$ cat config.mk
export PLATFORM = sky130hd
export DESIGN_NAME = epa_arbiter
export DESIGN_NICKNAME = d
export VERILOG_FILES = /design/src/pkg/epa_pkg.sv /design/src/epa_arbiter.sv
export VERILOG_INCLUDE_DIRS = /design/src /design/src/pkg
export SDC_FILE = /design/constraint.sdc
export NUM_CORES = 1
export LEC_CHECK = 0
export BUFFER_PORTS_ARGS = -buffer_cell sky130_fd_sc_hd__clkbuf_2
export CELL_PAD_IN_SITES_DETAIL_PLACEMENT = 0
export CELL_PAD_IN_SITES_GLOBAL_PLACEMENT = 1
export CORE_ASPECT_RATIO = 0.6
export CORE_MARGIN = 1.5
export CORE_UTILIZATION = 47
export CTS_CLUSTER_DIAMETER = 50
export CTS_CLUSTER_SIZE = 25
export DETAILED_ROUTE_END_ITERATION = 12
export PLACE_DENSITY_LB_ADDON = 0.1
export SKIP_CTS_REPAIR_TIMING = 1
export SYNTH_ARGS = -nofsm -noshare
export SYNTH_HDL_FRONTEND = slang
export SYNTH_SLANG_ARGS = --single-unit
$ cat constraint.sdc
create_clock -name sys_clk -period 36.7 [get_ports sys_clk]
set_input_delay 3.67 -clock sys_clk [delete_from_list [all_inputs] [get_ports sys_clk]]
set_output_delay 3.67 -clock sys_clk [all_outputs]
set_load 0.1 [all_outputs]
$ cat src/pkg/epa_defs.svh
`ifndef EPA_DEFS_SVH
`define EPA_DEFS_SVH
// Summary of operation
// RL1 - Smaller priority value is more urgent and is serviced first.
// RL2 - All priorities writable except reset, hard fault and NMI-class fixed ones.
// RL3 - Configurable priorities hold zero until software writes another value.
// RL4 - Configurable range 0 to 15; fixed ones are negative and always win.
// RL5 - Equal priority ties go to the smallest exception number.
// RL6 - Strictly higher priority new exception preempts the running handler.
// RL7 - Equal priority never preempts, whatever the exception numbers.
// RL8 - Equal priority arrival that cannot preempt stays recorded as pending.
// RL9 - Priority splits into upper group field and lower subpriority field.
// RL10 - Preemption compares only the group field; equal group never preempts.
// RL11 - Within equal group, lower subpriority is served first.
// RL12 - Equal group and subpriority: lowest request number is chosen.
// RL13 - Return only when done, nothing eligible pending, not late-arriving.
// RL14 - Group split comes from writable grouping setting; reset puts all in group.

// Number of configurable sources, id width, priority width
`define EPA_NUM_SRC      16
`define EPA_ID_W         5
`define EPA_PRI_W        4
`define EPA_PRI_RST      4'h0
`define EPA_SPLIT_RST    3'h0
// Fixed ids: 0 reset, 1 NMI, 2 hard fault; sources start at 3
`define EPA_ID_RESET     5'h00
`define EPA_ID_NMI       5'h01
`define EPA_ID_HFAULT    5'h02
`define EPA_ID_BASE      5'h03
// Extended priority: 2 sign-like bits; fixed values are below all configurable
`define EPA_XPRI_W       6
`define EPA_XPRI_RESET   6'h00
`define EPA_XPRI_NMI     6'h01
`define EPA_XPRI_HFAULT  6'h02
`define EPA_XPRI_IDLE    6'h3F
`endif

$ cat src/pkg/epa_pkg.sv
package epa_pkg;
  typedef logic [5:0] epa_xpri_t;
  typedef logic [4:0] epa_id_t;
  typedef enum logic [1:0] {EPA_IDLE, EPA_ACTIVE, EPA_DONE} epa_state_e;
endpackage

$ cat src/epa_arbiter.sv
`timescale 1ns/1ps
`include "epa_defs.svh"
module epa_arbiter import epa_pkg::*; (
  input  wire logic        sys_clk,
  input  wire logic        rst,
  input  wire logic        req_reset,
  input  wire logic        req_nmi,
  input  wire logic        req_hfault,
  input  wire logic [15:0] req_irq,
  input  wire logic        pri_wr,
  input  wire logic [3:0]  pri_wr_idx,
  input  wire logic [3:0]  pri_wr_val,
  input  wire logic        split_wr,
  input  wire logic [2:0]  split_wr_val,
  input  wire logic        entry_ack,
  input  wire logic        handler_done,
  input  wire logic        late_arrival,
  output logic             take_valid,
  output logic             preempt,
  output logic [4:0]       take_id,
  output logic [5:0]       active_pri,
  output logic [18:0]      pend_vec,
  output logic             return_ok
);

  // ------------------------------------------------------------
  // Pin input synchronisers (three stages, second and third agree)
  // ------------------------------------------------------------
  localparam int NS = 19;
  logic [NS-1:0] s1_r, s2_r, s3_r, s1_nxt, s2_nxt, s3_nxt;
  logic [NS-1:0] req_in;
  logic [NS-1:0] req_lvl;

  // Raw request vector, fixed sources in the low bits
  always_comb begin
    req_in = {req_irq, req_hfault, req_nmi, req_reset};
    s1_nxt = req_in;
    s2_nxt = s1_r;
    s3_nxt = s2_r;
    req_lvl = s2_r & s3_r;
  end

  always_ff @(posedge sys_clk) begin
    if (rst) begin
      s1_r <= '0;
      s2_r <= '0;
      s3_r <= '0;
    end else begin
      s1_r <= s1_nxt;
      s2_r <= s2_nxt;
      s3_r <= s3_nxt;
    end
  end

  // ------------------------------------------------------------
  // Priority and grouping settings
  // ------------------------------------------------------------
  logic [3:0] pri_r   [`EPA_NUM_SRC];
  logic [3:0] pri_nxt [`EPA_NUM_SRC];
  logic [2:0] split_r, split_nxt;

  // Writes land only on configurable entries
  always_comb begin
    for (int i = 0; i < `EPA_NUM_SRC; i++) begin
      pri_nxt[i] = pri_r[i];
      if (pri_wr && pri_wr_idx == 4'(i)) begin
        pri_nxt[i] = pri_wr_val; // see RL2
      end
    end
    split_nxt = split_wr ? split_wr_val : split_r; // see RL14
  end

  always_ff @(posedge sys_clk) begin
    if (rst) begin
      for (int i = 0; i < `EPA_NUM_SRC; i++) begin
        pri_r[i] <= `EPA_PRI_RST; // see RL3
      end
      split_r <= `EPA_SPLIT_RST; // see RL14
    end else begin
      pri_r   <= pri_nxt;
      split_r <= split_nxt;
    end
  end

  // ------------------------------------------------------------
  // Pending state and arbitration
  // ------------------------------------------------------------
  logic [NS-1:0] pend_r, pend_nxt;
  epa_xpri_t     xpri [NS];
  epa_xpri_t     gpri [NS];
  epa_xpri_t     best_pri, best_grp;
  epa_id_t       best_id;
  logic          best_vld;
  logic [3:0]    gmask;

  // Group mask keeps the upper 4-split bits; split 0 keeps all four
  always_comb begin
    gmask = 4'hF << split_r; // see RL9
    xpri[0] = `EPA_XPRI_RESET;
    xpri[1] = `EPA_XPRI_NMI;
    xpri[2] = `EPA_XPRI_HFAULT;
    gpri[0] = `EPA_XPRI_RESET;
    gpri[1] = `EPA_XPRI_NMI;
    gpri[2] = `EPA_XPRI_HFAULT;
    for (int i = 0; i < `EPA_NUM_SRC; i++) begin
      xpri[i+3] = {2'h1, pri_r[i]}; // see RL4
      gpri[i+3] = {2'h1, pri_r[i] & gmask}; // see RL10
    end
  end

  // Winner: lowest full priority, then lowest number by scan order
  always_comb begin
    best_vld = 1'b0;
    best_pri = `EPA_XPRI_IDLE;
    best_grp = `EPA_XPRI_IDLE;
    best_id  = '0;
    for (int i = 0; i < NS; i++) begin
      if (pend_r[i] && (!best_vld || xpri[i] < best_pri)) begin // see RL1
        best_vld = 1'b1; // see RL11
        best_pri = xpri[i]; // see RL5
        best_grp = gpri[i]; // see RL12
        best_id  = 5'(i);
      end
    end
  end

  // ------------------------------------------------------------
  // Handler tracking and outputs
  // ------------------------------------------------------------
  epa_state_e    st_r, st_nxt;
  epa_xpri_t     act_r, act_nxt;
  epa_xpri_t     stk_r, stk_nxt;
  logic          take_nxt, pre_nxt, ret_nxt;
  epa_id_t       tid_nxt;
  logic          can_take;
  epa_xpri_t     ceil_pri;

  // Sticky pending; acknowledged entry clears its bit, a still-high request wins
  always_comb begin
    pend_nxt = pend_r | req_lvl; // see RL8
    if (entry_ack && take_valid && !req_lvl[take_id]) begin
      pend_nxt[take_id] = 1'b0;
    end
    // A completed handler no longer blocks; compare with the one beneath
    ceil_pri = (st_r == EPA_DONE) ? stk_r : act_r; // see RL13
    can_take = best_vld && (best_grp < ceil_pri); // see RL6 see RL7
    take_nxt = can_take;
    pre_nxt  = can_take && (st_r == EPA_ACTIVE);
    tid_nxt  = best_id;
    st_nxt   = st_r;
    act_nxt  = act_r;
    stk_nxt  = stk_r;
    ret_nxt  = 1'b0;
    unique case (st_r)
      EPA_IDLE: begin
        if (entry_ack && take_valid) begin
          st_nxt  = EPA_ACTIVE;
          stk_nxt = act_r;
          act_nxt = gpri[take_id];
        end
      end
      EPA_ACTIVE: begin
        if (entry_ack && take_valid) begin
          stk_nxt = act_r;
          act_nxt = gpri[take_id];
        end else if (handler_done) begin
          st_nxt = EPA_DONE;
        end
      end
      EPA_DONE: begin
        // Return only with nothing eligible pending and no late arrival
        if (!can_take && !late_arrival) begin // see RL13
          ret_nxt = 1'b1;
          st_nxt  = EPA_IDLE;
          act_nxt = `EPA_XPRI_IDLE;
          stk_nxt = `EPA_XPRI_IDLE;
        end else if (entry_ack && take_valid) begin
          st_nxt  = EPA_ACTIVE;
          act_nxt = gpri[take_id];
        end
      end
    endcase
  end

  always_ff @(posedge sys_clk) begin
    if (rst) begin
      pend_r     <= '0;
      st_r       <= EPA_IDLE;
      act_r      <= `EPA_XPRI_IDLE;
      stk_r      <= `EPA_XPRI_IDLE;
      take_valid <= 1'b0;
      preempt    <= 1'b0;
      take_id    <= '0;
      active_pri <= `EPA_XPRI_IDLE;
      pend_vec   <= '0;
      return_ok  <= 1'b0;
    end else begin
      pend_r     <= pend_nxt;
      st_r       <= st_nxt;
      act_r      <= act_nxt;
      stk_r      <= stk_nxt;
      take_valid <= take_nxt;
      preempt    <= pre_nxt;
      take_id    <= tid_nxt;
      active_pri <= act_nxt;
      pend_vec   <= pend_nxt;
      return_ok  <= ret_nxt;
    end
  end
endmodule

; After elaboration in Yosys (flattened, before gate mapping)
; Cells that the tools add are included.
[word_totals]
reg_bits = 165
input_bits = 37
out_inout_bits = 33
rom_bits = 0
mem_bits_rw = 0
latchBits = 0
elab_cells = 275
mem_count = 0
[classes]
n_eq_ne = 21
add_sub_neg = 0
shift = 1
multipliers = 0
bitwise = 22
order_cmp = 22
muxes = 92
n_reduce_logical = 87
div_mod_pow = 0
[op_table]
columns = cell, count
row1 = 2-to-1 mux 6 bit, 41
row2 = < comparator 5 x 6 -> 1 bit, 16
row3 = 2-to-1 mux 5 bit, 17
row4 = AND 4 bit, 16
row5 = logical AND 1 bit, 40
row6 = AND 19 bit, 2
row7 = "== test 4 bit, second input constant", 8
row8 = binary-select mux 6 bit (select 5 bit), 1
row9 = case mux 6 bit (2 select lines), 2
row10 = 2-to-1 mux 1 bit, 23
row11 = logical NOT 1 bit, 21
row12 = 2-to-1 mux 19 bit, 1
row13 = inverter 19 bit, 1
row14 = OR 19 bit, 1
row15 = logical OR 1 bit, 18
row16 = "== test 4 x 3 -> 1 bit, second input constant", 4
row17 = "== test 4 x 2 -> 1 bit, second input constant", 2
row18 = 2-to-1 mux 2 bit, 4
row19 = "greater-or-equal comparator 6 bit, second input constant", 1
row20 = "< comparator 1 x 6 -> 1 bit, first input constant", 1
row21 = "< comparator 2 x 6 -> 1 bit, first input constant", 1
row22 = "< comparator 5 x 6 -> 1 bit, second input constant", 1
row23 = < comparator 6 bit, 1
row24 = inverter 5 -> 6 bit, 1
row25 = other kinds (16), 21

; Logic depth before layout (Yosys ltp)
; Gate-level depths: netlist of run 1.
[logic_depth]
depth_word = 79
mapped_depth = 171
ltp_nobuf = 157

; Worst setup path before layout of run 1
; OpenSTA, ideal clock, no wires.
[synth_path]
path_kind = register -> register
start = register pend_r[0]
end = register act_r[0]
setup_slack_ns = 7.525
n_path_buf = 16
stages_incl_launch_ff = 164
required_time_ns = 36.566
synth_period_minus_slack_ns = 29.175
setup_ns = 0.134
t_arrival_ns = 29.041
cell_sequence = dfxtp_1 or3_1 buf_2 inv_2 clkbuf_1 o21a_1 inv_1 ha_1 a21o_1 o41ai_2 a22o_1 nand2_1 a21boi_0 ha_1 nor4_2 nand3_1 a31oi_4 or2_1 (+128 left out) a21oi_1 ha_1 a21o_1 a211oi_1 o21ai_0 nor3b_1 a31oi_4 mux2_2 o32ai_1 ha_1 a21o_1 a21oi_1 nor2b_1 a2111oi_0 o22ai_1 a31oi_4 buf_6 o211ai_1
[synth_between]
elab_chain_len = 79
elab_cells_between_ends = 131
classes_between = order compare: 19 / mux: 55 / reduce/logical: 57
[synth_lines]
columns = element, line
row1 = from (decl), epa_arbiter.sv:88  ; logic [NS-1:0] pend_r, pend_nxt;
row2 = from (signal assigned), epa_arbiter.sv:198  ; pend_r <= pend_nxt;
row3 = 2-to-1 mux 6 bit or 2-to-1 mux 1 bit (tied branches), epa_arbiter.sv:118  ; if (pend_r[i] && (!best_vld || xpri[i] < best_pri)) begin
row4 = < comparator 1 x 6 -> 1 bit or logical NOT 1 bit (tied branches), epa_arbiter.sv:118
row5 = logical OR 1 bit, epa_arbiter.sv:118
row6 = logical AND 1 bit, epa_arbiter.sv:118
row7 = 2-to-1 mux 6 bit or 2-to-1 mux 1 bit (tied branches), epa_arbiter.sv:118
row8 = < comparator 2 x 6 -> 1 bit or logical NOT 1 bit (tied branches), epa_arbiter.sv:118
row9 = logical OR 1 bit, epa_arbiter.sv:118
row10 = logical AND 1 bit, epa_arbiter.sv:118
row11 = (+63 left out), -
row12 = logical AND 1 bit, epa_arbiter.sv:118
row13 = 2-to-1 mux 6 bit, epa_arbiter.sv:118
row14 = < comparator 6 bit, epa_arbiter.sv:146  ; can_take = best_vld && (best_grp < ceil_pri);
row15 = logical AND 1 bit *, epa_arbiter.sv:146
row16 = logical NOT 1 bit *, epa_arbiter.sv:172  ; if (!can_take && !late_arrival) begin
row17 = logical AND 1 bit *, epa_arbiter.sv:172
row18 = 2-to-1 mux 6 bit *, epa_arbiter.sv:172
row19 = case mux 6 bit (2 select lines) *, epa_arbiter.sv:154  ; unique case (st_r)
row20 = to (signal assigned), epa_arbiter.sv:189  ; act_r <= `EPA_XPRI_IDLE;
row21 = to (signal assigned), epa_arbiter.sv:200  ; act_r <= act_nxt;
row22 = to (decl), epa_arbiter.sv:131  ; epa_xpri_t act_r, act_nxt;
; Every way passes the cells marked *; elsewhere a longest branch is shown, timed or not.
; A chain may end at the register's enable or synchronous reset.

; Worst setup path in the final report of run 1
[layout_path]
start = register pend_r[0]
end = register st_r[1]
[layout_between]
elab_chain_len = 79
elab_cells_between_ends = 131
classes_between = order compare: 19 / mux: 55 / reduce/logical: 57
[layout_lines]
columns = element, line
row1 = 2-to-1 mux 6 bit or 2-to-1 mux 1 bit (tied branches), epa_arbiter.sv:118
row2 = < comparator 1 x 6 -> 1 bit or logical NOT 1 bit (tied branches), epa_arbiter.sv:118
row3 = logical OR 1 bit, epa_arbiter.sv:118
row4 = logical AND 1 bit, epa_arbiter.sv:118
row5 = 2-to-1 mux 6 bit or 2-to-1 mux 1 bit (tied branches), epa_arbiter.sv:118
row6 = < comparator 2 x 6 -> 1 bit or logical NOT 1 bit (tied branches), epa_arbiter.sv:118
row7 = logical OR 1 bit, epa_arbiter.sv:118
row8 = logical AND 1 bit, epa_arbiter.sv:118
row9 = (+63 left out), -
row10 = logical AND 1 bit, epa_arbiter.sv:118
row11 = 2-to-1 mux 6 bit, epa_arbiter.sv:118
row12 = < comparator 6 bit, epa_arbiter.sv:146
row13 = logical AND 1 bit *, epa_arbiter.sv:146
row14 = logical NOT 1 bit *, epa_arbiter.sv:172
row15 = logical AND 1 bit *, epa_arbiter.sv:172
row16 = 2-to-1 mux 2 bit *, epa_arbiter.sv:172
row17 = case mux 2 bit (3 select lines) *, epa_arbiter.sv:154
row18 = to (signal assigned), epa_arbiter.sv:199  ; st_r <= st_nxt;
row19 = to (decl), epa_arbiter.sv:130  ; epa_state_e st_r, st_nxt;
; Marked as above.

==> metrics.cfg, run 1 <==
[logic_synthesis]
ys_ff_latch=165
ys_types=112
synth_top_area_share=0.299
synth-main-ff-cell=dfxtp_1
syn_inst=1370
synth-edff-count=0
synth_area_per_cell_um2=8.07
async_flop_share=0
seq_area_frac_synth=0.299
syn_nets=1450
synth_area_leaders=dfxtp_1 30%, mux2i_1 7.8%, nor2_1 5.2%
synth_top_area_cell=dfxtp_1
syn_area_mm2=0.0111
synth_warnings=0

[detailed_routing]
via_per_inst=6.11
finalWirelength_um=36300
routedWlPerCell_um=21.2
drt-pass1-iter-count=5
route.detailed.drc=0
dr_total_vias=10473
initialDrtViolationCount=994
antenna_left=0

[power]
p_total_mw=0.440
leakage_nw=4.85
peakVddDrop_uv=42.5
power.density_mw_per_mm2=36.1

[clock_tree]
cts_tree=yes
cts_num_sinks=165
cts_buffers=17
cts_root_buf=clkbuf_16
clockBufferDepth=2
cts.clk_slew.worst_paths_ns=0.08
clkLatencyLatePin_ns=0.44
htree_levels=4

[grt]
grt_pass1_vias=9486
grt_max_degree=102
overflow=0
grt_pass1_wl_um=56400
grt_use_total=0.300
antenna_found_initial=0

[placed_design]
dp_cells=1683
dp_hpwl_um=27000
placed_area_mm2=0.0116
port_buffers=69
place_congestion=0.922
dp_slack_ns=3.78

[worst_setup_path]
crit_arrival_ns=33.66
start_kind=register
cpPeakStageDelay_ns=0.66
slowest_stage=nor2_1
r2r-end=st_r[1]$_SDFFE_PP0P_
crit_type=register to register
path_common_cell=ha_1
path_max_fanout=20
worst-r2r-setup-slack_ns=3.43
timing.rr.start=pend_r[0]$_SDFF_PP0_
cp-startpoint=pend_r[0]$_SDFF_PP0_
r2r_cells=148
endpoint_kind=register
endpoint=st_r[1]$_SDFFE_PP0P_
cp_data_required_time_ns=37.09

[finish]
postLayoutCoreUtil=0.527
layout-drive-gt1-share=0.128
design_area_mm2=0.0122
areaGrowthSynthToFinish_pct=10.1
fin_cells=1715
layout_common_cells=164 x dfxtp_1, 154 x nor2_1, 100 x nand2_1
num-nets-final=1467
n_antenna_cell=0
final_common_cell=dfxtp_1

[floorplanning]
row_count=43
start_util=0.479
die-height_um=122
die_w_um=201
die_area_mm2=0.0245
core_mm2=0.0231
ios=70

[status]
status=finished, final reports clean

[timing]
worst_slack_ns=3.43
fin_setup_tns_ns=0
max_freq_mhz=30.1
drv_slew=0
fin_crit_sh=0.907
fin_skew_ns=0.0157
hold_ws_ns=0.436
hold_violations=0
setup_viol=0
max-slew-margin-rel=0.253
rsz0062_at_grt=no
fin_crit_ns=33.27
worstMarginPinSlew_ns=1.12

[hold_path]
hp-class=register to register

[run]
cap_violations=0

[per-layer routing]
layer / GRT usage / wire [µm] / part of all wire / up-vias
met5: 0 / 0 / 0 / -
met4: 0.0691 / 464 / 0.013 / 0
met3: 0.0888 / 3860 / 0.11 / 33
met2: 0.404 / 13800 / 0.38 / 436
met1: 0.458 / 18200 / 0.50 / 4940
li1: - / - / - / 5064
[flip-flops by register name (all words and copies together), names as in the netlist]
name and flops:
st_r 2, split_r 3, return_ok 1, stk_r 6, s3_r 19, s2_r 19
act_r 6, s1_r 19, preempt 1, pri_r 64, pend_r 19, take_id 5
take_valid 1
[worst max-delay path, delay by kind of cell, from the launching register on]
kind	cells	cell delay [ns]
AO/OA/AOI/OAI	67	15.02
multiplexers	8	2.20
AND/OR/NAND/NOR	43	9.58
adder cells (fa/ha/maj)	16	4.33
buffers and inverters	14	1.56
flip-flops	1	0.46
[cell usage after synthesis (13+ instances only)]
| master | n |
|---|---|
| a211oi_1 | 34 |
| a21o_1 | 15 |
| a21oi_1 | 92 |
| a31oi_1 | 22 |
| and3_1 | 16 |
| clkbuf_1 | 57 |
| dfxtp_1 | 165 |
| ha_1 | 43 |
| inv_1 | 56 |
| mux2i_1 | 86 |
| nand2_1 | 100 |
| nand3_1 | 46 |
| nor2_1 | 154 |
| nor2b_1 | 69 |
| nor3_1 | 37 |
| o211ai_1 | 13 |
| o21a_1 | 18 |
| o21ai_0 | 64 |
| o21ai_1 | 13 |
[cell type report]
class / count / area [µm²]
well taps: 315 / 394
fillers: 2235 / 10900
clock inverters: 15 / 196
inverters: 57 / 214
multi-input cells: 1066 / 7210
repair buffers: 80 / 434
clock buffers: 17 / 425
flip-flops and latches: 165 / 3300
[cell families (layout without fill, tap and decap cells)]
kind of cell / after synthesis / in the layout / share of synthesized area
AO/OA/AOI/OAI: 396 / 396 / 0.258
XOR/XNOR: 6 / 6 / 0.00475
adder cells (fa/ha/maj): 43 / 43 / 0.0487
buffers and inverters: 139 / 169 / 0.0500
flip-flops: 165 / 165 / 0.299
multiplexers: 103 / 103 / 0.102
AND/OR/NAND/NOR: 518 / 518 / 0.238
[worst min-delay path by stage]
stage,start,to,cells after the start
6_report,s1_r[2]$_SDFF_PP0_,s2_r[2]$_SDFF_PP0_,1
5_1_grt,s1_r[11]$_SDFF_PP0_,s2_r[11]$_SDFF_PP0_,1
4_1_cts,s1_r[2]$_SDFF_PP0_,s2_r[2]$_SDFF_PP0_,1
3_5_place_dp,s1_r[0]$_SDFF_PP0_,s2_r[0]$_SDFF_PP0_,1
3_3_place_gp,s1_r[5]$_SDFF_PP0_,s2_r[5]$_SDFF_PP0_,1
2_1_floorplan,s1_r[0]$_SDFF_PP0_,s2_r[0]$_SDFF_PP0_,1
[power by group]
part,switching (mW),internal (mW),total (mW)
registers,0.00518,0.183,0.189
clock network,0.0923,0.0941,0.186
logic,0.0437,0.0211,0.0648
Power figures use the tool's default switching activity.
==> run 2: changes to the inputs <==
CORE_ASPECT_RATIO = default   (was 0.6)
PLACE_DENSITY_LB_ADDON = 0.2   (was 0.1)
==> run 2 against run 1 <==
Combinational power decreased by 2%. Utilization increased by 0.42 points. Count of clock-buffer cells in the layout increased by 1. Register-to-register slack got worse by 0.03 ns. Cell count decreased by 0.17%. Worst setup slack got worse by 0.033 ns. Wire length decreased by 6.3%. Sequential power about the same. Largest cell class unchanged.
==> metrics.cfg, run 2 (synthesis gave the netlist of run 1 again) <==
[worst_setup_path]
path_max_fanout=20  ; unchanged
crit_type=register to register  ; unchanged
start_kind=register  ; unchanged
cp_data_required_time_ns=37.08  ; was 37.09 ns
crit_arrival_ns=33.68  ; was 33.66 ns
endpoint_kind=register  ; unchanged
cpPeakStageDelay_ns=0.71  ; was 0.66 ns
path_common_cell=ha_1  ; unchanged
slowest_stage=or2_0  ; was nor2_1

[floorplanning]
start_util=0.484  ; was 0.479
core_mm2=0.0228  ; was 0.0231 mm²
die_w_um=156  ; was 201 µm
ios=70  ; unchanged
row_count=55  ; was 43
die_area_mm2=0.0245  ; about the same
die-height_um=156  ; was 122 µm

[clock_tree]
cts.clk_slew.worst_paths_ns=0.07  ; was 0.08 ns
clkLatencyLatePin_ns=0.44  ; about the same
clockBufferDepth=2  ; unchanged
cts_root_buf=clkbuf_16  ; unchanged
htree_levels=4  ; unchanged
cts_buffers=17  ; unchanged
cts_num_sinks=165  ; unchanged
cts_tree=yes  ; unchanged

[placed_design]
placed_area_mm2=0.0115  ; was 0.0116 mm²
place_congestion=0.890  ; was 0.922
port_buffers=69  ; unchanged
dp_hpwl_um=25000  ; was 27000 µm

[timing]
drv_slew=0  ; unchanged
max-slew-margin-rel=0.199  ; was 0.253
rsz0062_at_grt=no  ; unchanged
fin_setup_tns_ns=0  ; unchanged
fin_crit_sh=0.907  ; about the same
fin_crit_ns=33.30  ; was 33.27 ns
fin_skew_ns=0.0134  ; was 0.0157 ns
hold_violations=0  ; unchanged
setup_viol=0  ; unchanged
max_freq_mhz=30.0  ; was 30.1 MHz
worstMarginPinSlew_ns=1.20  ; was 1.12 ns

[finish]
final_common_cell=dfxtp_1  ; unchanged
layout-drive-gt1-share=0.127  ; was 0.128
num-nets-final=1466  ; was 1467
areaGrowthSynthToFinish_pct=9.86  ; was 10.1%
postLayoutCoreUtil=0.532  ; was 0.527
design_area_mm2=0.0121  ; was 0.0122 mm²
layout_common_cells=164 x dfxtp_1, 154 x nor2_1, 100 x nand2_1  ; unchanged
n_antenna_cell=0  ; unchanged
top_register=pri_r  ; unchanged
largest_reg_flops=64  ; unchanged

[power]
peakVddDrop_uv=28.8  ; was 42.5 µV
power.density_mw_per_mm2=35.8  ; was 36.1 mW/mm²
leakage_nw=4.83  ; was 4.85 nW

[detailed_routing]
route.detailed.drc=0  ; unchanged
finalWirelength_um=34100  ; was 36300 µm
drt-pass1-iter-count=5  ; unchanged
dr_total_vias=10438  ; was 10473
initialDrtViolationCount=844  ; was 994
routedWlPerCell_um=19.9  ; was 21.2 µm
antenna_left=0  ; unchanged
via_per_inst=6.10  ; was 6.11

[grt]
grt_max_degree=98  ; was 102
grt_use_total=0.278  ; was 0.300
antenna_found_initial=0  ; unchanged
overflow=0  ; unchanged
grt_pass1_vias=9332  ; was 9486
grt_pass1_wl_um=52800  ; was 56400 µm

[hold_path]
hp-class=register to register  ; unchanged

[run]
cap_violations=0  ; unchanged

[status]
status=finished, final reports clean  ; unchanged

==> run 2: changes by cell type in the layout (fill, tap and decap cells not counted), sizes merged <==
cell      delta
bufinv       +1
clkinvlp     +2
buf          -1
clkbuf       +1
inv          -4
==> run 2: area by class of cell <==
class                      instances  area [µm²]
tap                              313         392
multi-input combinational       1066        7210
clock inverter                    14         165
sequential                       165        3300
fill                            2239       10700
clock buffer                      18         439
timing repair buffer              79         427
inverter                          57         214
==> run 2: path summary, 6_finish.rpt <==
kind / slack [ns] / from / depth (start not counted) / to
setup / recovery: 3.40 / pend_r[0]$_SDFF_PP0_ / 148 / st_r[1]$_SDFFE_PP0P_
hold / removal: 0.43 / s1_r[2]$_SDFF_PP0_ / 1 / s2_r[2]$_SDFF_PP0_
setup reg to reg: 3.40 / pend_r[0]$_SDFF_PP0_ / 148 / st_r[1]$_SDFFE_PP0P_
hold reg to reg: 0.43 / s1_r[2]$_SDFF_PP0_ / 1 / s2_r[2]$_SDFF_PP0_
==> run 2: layer usage <==
layer,part of all wire,vias to the layer above,global-route usage,wire length [µm]
li1,-,5070,-,-
met1,0.47,4974,0.394,15900
met4,0.030,0,0.103,1020
met2,0.45,347,0.433,15300
met3,0.054,47,0.0346,1840
met5,0,-,0,0
==> run 2: through the flow <==
| stage | hold slack, ns | total power [mW] | worst slack, ns | instances |
|---|---|---|---|---|
| global placement | 0.415 | 0.255 | 4.17 | 1680 |
| detailed placement | 0.422 | 0.255 | 3.92 | 1680 |
| CTS | 0.433 | 0.438 | 3.79 | 1712 |
| floorplan | 0.414 | 0.238 | 7.52 | 1370 |
| global route | 0.444 | 0.451 | 0.390 | 1712 |
| finish | 0.429 | 0.435 | 3.40 | 1712 |
==> run 2: power by group <==
part	leakage, nW	total, mW	switching [mW]	internal (mW)
Sequential	1.34	0.188	0.00492	0.183
Combinational	3.20	0.0632	0.0422	0.0210
Clock	0.290	0.184	0.0850	0.0986
==> run 2: critical path, delay by kind of cell, from the launching register on <==
kind,cells,cell delay [ns]
buffers and inverters,14,1.58
multiplexers,8,2.22
flip-flops,1,0.46
adder cells (fa/ha/maj),16,4.28
AO/OA/AOI/OAI,67,14.98
AND/OR/NAND/NOR,43,9.71
